===== src/hdl/labx_pkg.sv =====
// Shared constants for the four-instruction execution datapath.
// Assumes a 12-bit instruction word and an 8-bit data path.
package labx_pkg;

    // ------------------------------------------------------------
    // Widths
    // ------------------------------------------------------------
    localparam int LABX_IW = 12;
    localparam int LABX_DW = 8;
    localparam int LABX_FAW = 5;
    localparam int LABX_BW = 3;

    // ------------------------------------------------------------
    // Opcode field positions
    // ------------------------------------------------------------
    localparam int LABX_BYTE_OP_HI = 11;
    localparam int LABX_BYTE_OP_LO = 6;
    localparam int LABX_DEST_POS = 5;
    localparam int LABX_FILE_HI = 4;
    localparam int LABX_NIB_OP_HI = 11;
    localparam int LABX_NIB_OP_LO = 8;
    localparam int LABX_BIT_HI = 7;
    localparam int LABX_BIT_LO = 5;
    localparam int LABX_LIT_HI = 7;

    // ------------------------------------------------------------
    // Opcodes
    // ------------------------------------------------------------
    localparam logic [5:0] LABX_OP_ANDWR = 6'h05;
    localparam logic [5:0] LABX_OP_ADDWR = 6'h07;
    localparam logic [3:0] LABX_OP_ANDLIT = 4'he;
    localparam logic [3:0] LABX_OP_BITCLR = 4'h4;

    // ------------------------------------------------------------
    // Timing and reset values
    // ------------------------------------------------------------
    localparam int LABX_OSC_PER_CYCLE = 4;
    localparam logic [7:0] LABX_ACC_RST = 8'h00;

    typedef enum logic [2:0] {
        LABX_NONE = 3'b000,
        LABX_ADD = 3'b001,
        LABX_ANDR = 3'b010,
        LABX_ANDL = 3'b011,
        LABX_BCLR = 3'b100
    } labx_op_t;

endpackage


===== src/hdl/labx_exec.sv =====
// Execution datapath: add, register AND, literal AND and bit clear.
// Assumes the core presents the instruction and the file operand
// together with a one-cycle strobe in the last oscillator period.
`timescale 1ns/1ns

// Functional notes
// - Register AND: accumulator AND file to destination
// - Destination bit zero writes accumulator only
// - Destination bit one writes file register
// - Literal AND into accumulator, zero flag only
// - One instruction cycle of four oscillator periods
// - Byte format: opcode, d at 5, file 4:0
// - Bit format: opcode 11:8, bit 7:5
// - Literal format: opcode 11:8, literal 7:0
module labx_exec #(
    parameter int OSC_PER_CYCLE = labx_pkg::LABX_OSC_PER_CYCLE
) (
    input wire logic clk_sys,                          // Oscillator clock
    input wire logic sys_rst,                          // Async reset
    input wire logic [labx_pkg::LABX_IW-1:0] instr,    // Instruction word
    input wire logic instr_valid,                      // Instruction present
    input wire logic [labx_pkg::LABX_DW-1:0] file_rd,  // Addressed file data
    output logic [labx_pkg::LABX_FAW-1:0] file_addr_r, // File address
    output logic [labx_pkg::LABX_DW-1:0] file_wdata_r, // File write data
    output logic file_we_r,                            // File write strobe
    output logic [labx_pkg::LABX_DW-1:0] acc_r,        // Accumulator
    output logic zero_flag_r,                          // Zero flag
    output logic carry_flag_r,                         // Carry flag
    output logic digit_carry_flag_r,                   // Low nibble carry
    output logic done_r                                // Instruction retired
);
    import labx_pkg::*;

    // Needs OSC_PER_CYCLE of two or more; one period leaves no counter.
    localparam int PW = $clog2(OSC_PER_CYCLE);

    // ------------------------------------------------------------
    // Internal signals
    // ------------------------------------------------------------
    labx_op_t op;
    logic dest_reg;
    logic [LABX_FAW-1:0] faddr;
    logic [LABX_BW-1:0] bit_idx;
    logic [LABX_DW-1:0] literal;
    logic [PW-1:0] phase_r;
    logic last_phase;
    logic take;
    logic [LABX_DW:0] sum;
    logic [4:0] low_sum;
    logic [LABX_DW-1:0] result;
    logic to_file;
    logic upd_z;
    logic upd_c;
    logic [LABX_DW-1:0] keep_mask;
    logic wr_acc;
    logic wr_file;

    // ------------------------------------------------------------
    // Instruction decode
    // ------------------------------------------------------------
    // Pure slicing and compares; no register stage in the decode.
    labx_decode u_decode (
        .instr(instr),
        .op(op),
        .dest_reg(dest_reg),
        .faddr(faddr),
        .bit_idx(bit_idx),
        .literal(literal)
    );

    // ------------------------------------------------------------
    // Instruction cycle sequencing
    // ------------------------------------------------------------
    // Results commit only in the last period so one instruction
    // takes exactly one full instruction cycle.
    always_ff @(posedge clk_sys or posedge sys_rst) begin
        if (sys_rst) begin
            phase_r <= '0;
        end else if (last_phase) begin
            phase_r <= '0;
        end else begin
            phase_r <= PW'(phase_r + 1'b1);
        end
    end

    assign last_phase = (phase_r == PW'(OSC_PER_CYCLE - 1));
    assign take = last_phase && instr_valid;

    // Accumulator is the destination unless the result goes to file
    function automatic logic acc_dest(labx_op_t o, logic f);
        return (o != LABX_NONE) && (o != LABX_BCLR) && !f;
    endfunction

    assign wr_acc = take && acc_dest(op, to_file);
    assign wr_file = take && to_file;

    // ------------------------------------------------------------
    // Arithmetic and logic
    // ------------------------------------------------------------
    // Extra top bit of each sum is the carry out of that width
    assign sum = {1'b0, acc_r} + {1'b0, file_rd};
    assign low_sum = {1'b0, acc_r[3:0]} + {1'b0, file_rd[3:0]};

    // One keep bit per data bit; only the indexed bit drops out
    for (genvar i = 0; i < LABX_DW; i++) begin : g_keep
        assign keep_mask[i] = (bit_idx != LABX_BW'(i));
    end

    always_comb begin
        result = acc_r;
        to_file = 1'b0;
        upd_z = 1'b0;
        upd_c = 1'b0;
        case (op)
            LABX_ADD: begin
                result = sum[LABX_DW-1:0];
                to_file = dest_reg;
                upd_z = 1'b1;
                upd_c = 1'b1;
            end
            LABX_ANDR: begin
                result = acc_r & file_rd;
                to_file = dest_reg;
                upd_z = 1'b1;
            end
            LABX_ANDL: begin
                result = acc_r & literal;
                upd_z = 1'b1;
            end
            LABX_BCLR: begin
                result = file_rd & keep_mask;
                to_file = 1'b1;
            end
            default: begin
                result = acc_r;
            end
        endcase
    end

    // ------------------------------------------------------------
    // Accumulator
    // ------------------------------------------------------------
    // Bit clear and file-bound results leave the accumulator alone
    always_ff @(posedge clk_sys or posedge sys_rst) begin
        if (sys_rst) begin
            acc_r <= LABX_ACC_RST;
        end else if (wr_acc) begin
            acc_r <= result;
        end
    end

    // ------------------------------------------------------------
    // File write port
    // ------------------------------------------------------------
    // Address follows every edge; only the strobe qualifies it,
    // so the file must latch on file_we_r and nothing else.
    always_ff @(posedge clk_sys or posedge sys_rst) begin
        if (sys_rst) begin
            file_we_r <= 1'b0;
        end else begin
            file_we_r <= wr_file;
        end
    end

    always_ff @(posedge clk_sys or posedge sys_rst) begin
        if (sys_rst) begin
            file_addr_r <= '0;
        end else begin
            file_addr_r <= faddr;
        end
    end

    // Data holds between writes, which saves a mux on the file side
    always_ff @(posedge clk_sys or posedge sys_rst) begin
        if (sys_rst) begin
            file_wdata_r <= '0;
        end else if (wr_file) begin
            file_wdata_r <= result;
        end
    end

    // ------------------------------------------------------------
    // Status flags
    // ------------------------------------------------------------
    // Zero follows every add and AND result, file-bound ones too; bit clear leaves it
    always_ff @(posedge clk_sys or posedge sys_rst) begin
        if (sys_rst) begin
            zero_flag_r <= 1'b0;
        end else if (take && upd_z) begin
            zero_flag_r <= (result == '0);
        end
    end

    // Carry and nibble carry move on add only
    always_ff @(posedge clk_sys or posedge sys_rst) begin
        if (sys_rst) begin
            carry_flag_r <= 1'b0;
        end else if (take && upd_c) begin
            carry_flag_r <= sum[LABX_DW];
        end
    end

    always_ff @(posedge clk_sys or posedge sys_rst) begin
        if (sys_rst) begin
            digit_carry_flag_r <= 1'b0;
        end else if (take && upd_c) begin
            digit_carry_flag_r <= low_sum[4];
        end
    end

    // ------------------------------------------------------------
    // Retire strobe
    // ------------------------------------------------------------
    // Pulses for unknown words too, so the core never stalls on them
    always_ff @(posedge clk_sys or posedge sys_rst) begin
        if (sys_rst) begin
            done_r <= 1'b0;
        end else begin
            done_r <= take;
        end
    end

endmodule // labx_exec


===== src/hdl/labx_decode.sv =====
// Decoder of the 12-bit instruction word into operation and fields.
// Assumes a word that is stable for a whole instruction cycle.
`timescale 1ns/1ns
module labx_decode (
    input wire logic [labx_pkg::LABX_IW-1:0] instr, // Instruction word
    output labx_pkg::labx_op_t op,                  // Decoded operation
    output logic dest_reg,                          // Result to file
    output logic [labx_pkg::LABX_FAW-1:0] faddr,    // File address
    output logic [labx_pkg::LABX_BW-1:0] bit_idx,   // Bit index
    output logic [labx_pkg::LABX_DW-1:0] literal    // Immediate
);
    import labx_pkg::*;

    always_comb begin
        op = LABX_NONE;
        if (instr[LABX_BYTE_OP_HI:LABX_BYTE_OP_LO] == LABX_OP_ADDWR) begin
            op = LABX_ADD;
        end else if (instr[LABX_BYTE_OP_HI:LABX_BYTE_OP_LO]
                     == LABX_OP_ANDWR) begin
            op = LABX_ANDR;
        end else if (instr[LABX_NIB_OP_HI:LABX_NIB_OP_LO]
                     == LABX_OP_ANDLIT) begin
            op = LABX_ANDL;
        end else if (instr[LABX_NIB_OP_HI:LABX_NIB_OP_LO]
                     == LABX_OP_BITCLR) begin
            op = LABX_BCLR;
        end
    end

    assign dest_reg = instr[LABX_DEST_POS];
    assign faddr = instr[LABX_FILE_HI:0];
    assign bit_idx = instr[LABX_BIT_HI:LABX_BIT_LO];
    assign literal = instr[LABX_LIT_HI:0];

endmodule // labx_decode


===== config.mk =====
export PLATFORM = sky130hd
export DESIGN_NAME = labx_exec
export DESIGN_NICKNAME = d
export VERILOG_FILES = /design/src/hdl/labx_pkg.sv /design/src/hdl/labx_exec.sv /design/src/hdl/labx_decode.sv
export SDC_FILE = /design/constraint.sdc
export NUM_CORES = 1
export LEC_CHECK = 0
export BUFFER_PORTS_ARGS = -buffer_cell sky130_fd_sc_hd__buf_2
export CORE_AREA = 10 10 96 98
export CTS_CLUSTER_SIZE = 30
export DETAILED_ROUTE_END_ITERATION = 16
export DIE_AREA = 0 0 106 108
export PLACE_DENSITY = 0.51
export SLEW_MARGIN = 20
export SYNTH_ARGS = -nofsm -noshare
export SYNTH_HDL_FRONTEND = slang
export SYNTH_HIERARCHICAL = 1
export SYNTH_SLANG_ARGS = --single-unit

===== constraint.sdc =====
create_clock -name clk_sys -period 2.04 [get_ports clk_sys]
set_clock_uncertainty 0.05 [all_clocks]
set_input_delay 0.204 -clock clk_sys [delete_from_list [all_inputs] [get_ports clk_sys]]
set_output_delay 0.204 -clock clk_sys [all_outputs]
set_load 0.01 [all_outputs]

==> results_dict.tcl <==
set metrics [dict create \
    outcome "finished with violations" \
    violations "negative setup slack" \
    whs_ns 0.317 \
    synth_area_leader_cell "dfrtp_1" \
    crit_type "reg -> reg" \
    finalMaxSlewViolations 0 \
    synth_edf_count 0 \
    synthDistinctLibCells 62 \
    crit_chain "ha_4 > inv_2 > fa_2 > nand2b_1 > a21oi_2 > o32a_1 > o21ai_1 > buf_4 > o41ai_2" \
    slew-limit-headroom 0.748 \
    cp-start-kind "flip-flop" \
    finalPower_mw 1.56 \
    avgSynthCellArea_um2 9.44 \
    finalHoldViolCount 0 \
    nets 348 \
    fin_setup_tns_ns -0.603 \
    fin_crit_sh 1.09 \
    core_mm2 0.00745 \
    root_buffer "clkbuf_8" \
    placed_area_mm2 0.00276 \
    max_freq_ghz 0.451 \
    clk_pin_slew_worst_paths_ns 0.10 \
    rows 32 \
    async_reset_ff_frac 1.00 \
    final-setup-viol-count 7 \
    path_max_fanout 3 \
    drv_cap 0 \
    cp_data_arrival_time_ns 2.35 \
    cts_tree "yes" \
    ys_seq_area_frac 0.327 \
    portBuffers 48 \
    power.density_mw_per_mm2 517 \
    htreeDepth 1 \
    design_area_mm2 0.00302 \
    crit_path_max_incr_delay_ns 0.39 \
    use_met3 0.0274 \
    ir_drop_v 0.000447 \
    ff2ff_path_depth 9 \
    tightest_slew_ns 0.378 \
    grt_pass1_vias 2091 \
    grt_use_total 0.112 \
    synth_area_mm2 0.00214 \
    synthesis.nets 260 \
    required_ns 2.18 \
    grt-busiest-layer "met2" \
    timing.final.ws_setup_ns -0.177 \
    ys_ff_latch 28 \
    grtUsageMet2 0.198 \
    routedWlPerCell_um 15.9 \
    drive_gt1_frac 0.494 \
    num-fill-cells 812 \
    antenna_left 0 \
    cts-buffers-inserted 3 \
    drc 0 \
    slowest_stage "dfrtp_2" \
    grt_max_degree 29 \
    die_w_um 106 \
    area_growth_pct 40.8 \
    vias 1991 \
    numClockSinks 28 \
    start_util 0.288 \
    antenna_found_initial 0 \
    hold_path_depth 3 \
    hp-class "in -> reg" \
    r2r_slack_ns -0.18 \
    diodes 0 \
    die_h_um 108 \
    die_area_mm2 0.0114 \
    drtIter0Drc 80 \
    grt_pass1_wl_mm 10.4 \
    yosys.area.top_type_share 0.327 \
    min_period_ns 2.22 \
    met1_usage 0.138 \
    place_hpwl_mm 5.25 \
    detail_route.vias_per_cell 4.79 \
    overflow 0 \
    ys.warnings.count 6 \
    syn_inst 227 \
    drt-pass1-iter-count 4 \
    p_leak_nw 1.39 \
    insertion_delay_ns 0.28 \
    ios 49 \
    cts_buffer_depth 2 \
    drt_wl_total_mm 6.63 \
    gp_congestion 0.848 \
    cp-end-kind "flip-flop" \
    synth_area_leaders "dfrtp_1, buf_4, ha_1" \
    rsz0062_at_grt "yes" \
    synthFlopType "dfrtp_1" \
]
[synth_stat cells, types with 4 or more instances]
cell	count
nor2b_1	6
o31ai_1	5
dfrtp_1	28
ha_1	9
mux2_2	7
o21ai_1	4
inv_1	9
a21oi_1	11
buf_4	17
buf_6	5
xor2_1	4
o21ai_0	20
a211oi_1	4
nand2_1	15
nor2_1	15
nand3_1	7
[stage by stage]
| stage | std cells | setup slack (ns) | utilization |
|---|---|---|---|
| after global placement | 404 | -0.380 | 0.370 |
| after global routing | 416 | -0.292 | 0.405 |
| after CTS | 415 | -0.190 | 0.395 |
| after floorplan | 227 | -0.0331 | - |
| after detailed placement | 404 | -0.367 | 0.370 |
| final | 416 | -0.177 | 0.405 |
[final timing paths]
path                                               endpoint                 start
worst min-delay path                       done_r$_DFF_PP0_           instr_valid
max in group asynchronous              acc_r[0]$_DFFE_PP0P_               sys_rst
worst max register to register      zero_flag_r$_DFFE_PP0P_  acc_r[0]$_DFFE_PP0P_
min in group asynchronous       file_wdata_r[6]$_DFFE_PP0P_               sys_rst
worst max-delay path                zero_flag_r$_DFFE_PP0P_  acc_r[0]$_DFFE_PP0P_
worst min register to register         phase_r[0]$_DFF_PP0_  phase_r[0]$_DFF_PP0_
[what timing repair did]
item | in CTS | in global routing
setup endpoints to repair | 12 | 16
hold buffers | 5 | 1
gates resized for setup | 14 | 17
pin swaps | 11 | 8
buffers inserted | 2 | 1
endpoints found under the hold margin | 32 | 1
[registers in the layout, summed over array words and instances (netlist names)]
name and count:
carry_flag_r 1, file_wdata_r 8, file_we_r 1, digit_carry_flag_r 1
zero_flag_r 1, done_r 1, file_addr_r 5, phase_r 2
acc_r 8
[cells by family after synthesis]
family,count (synthesis),synth area share
fa+ha+maj,10,0.0619
mux,9,0.0467
simple gates,68,0.199
compound gates,71,0.225
buf+inv,35,0.115
xor+xnor,6,0.0245
flops,28,0.327
[cell usage in the layout (no fill, tap or decap), drive strengths merged, types with 3 or more instances in the layout]
cell and n:
buf 102, dfrtp 28, o21ai 24, nor2 17, nand2 16, a21oi 12, inv 10, ha 9
mux2 8, nand3 7, nor2b 6, dlygate4sd3 6, nand2b 5, a211oi 5, o31ai 5, xor2 4
o22ai 4, a21o 3, nor4b 3, clkbuf 3
[worst max-delay path, delay by kind of cell (launching register included)]
| family | cells | cell delay, ns |
|---|---|---|
| and+or+nand+nor | 1 | 0.22 |
| adders and majority gates | 2 | 0.51 |
| buffers and inverters | 2 | 0.19 |
| AOI/OAI and AO/OA | 4 | 0.76 |
| DFF | 1 | 0.39 |
[layer usage]
layer	vias up	wire, um
li1	990	-
met1	957	3000
met2	42	3300
met3	2	312
met4	0	21
met5	-	0
[area by class of cell]
class	instances	area, um^2	share of cell area
clock buffer	3	41.3	0.0137
clock inverter	1	30.0	0.00995
inverter	10	40.0	0.0133
multi-input combinational	164	1330	0.442
sequential	28	702	0.233
tap	102	128	0.0423
timing repair buffer	108	742	0.246
[power breakdown]
| part | internal, mW | leakage, nW | switching, mW |
|---|---|---|---|
| logic | 0.239 | 0.990 | 0.245 |
| registers | 0.599 | 0.365 | 0.0245 |
| clock network | 0.263 | 0.0357 | 0.190 |
| total | 1.10 | 1.39 | 0.459 |
Note: power is estimated with default switching activity, not from simulation.
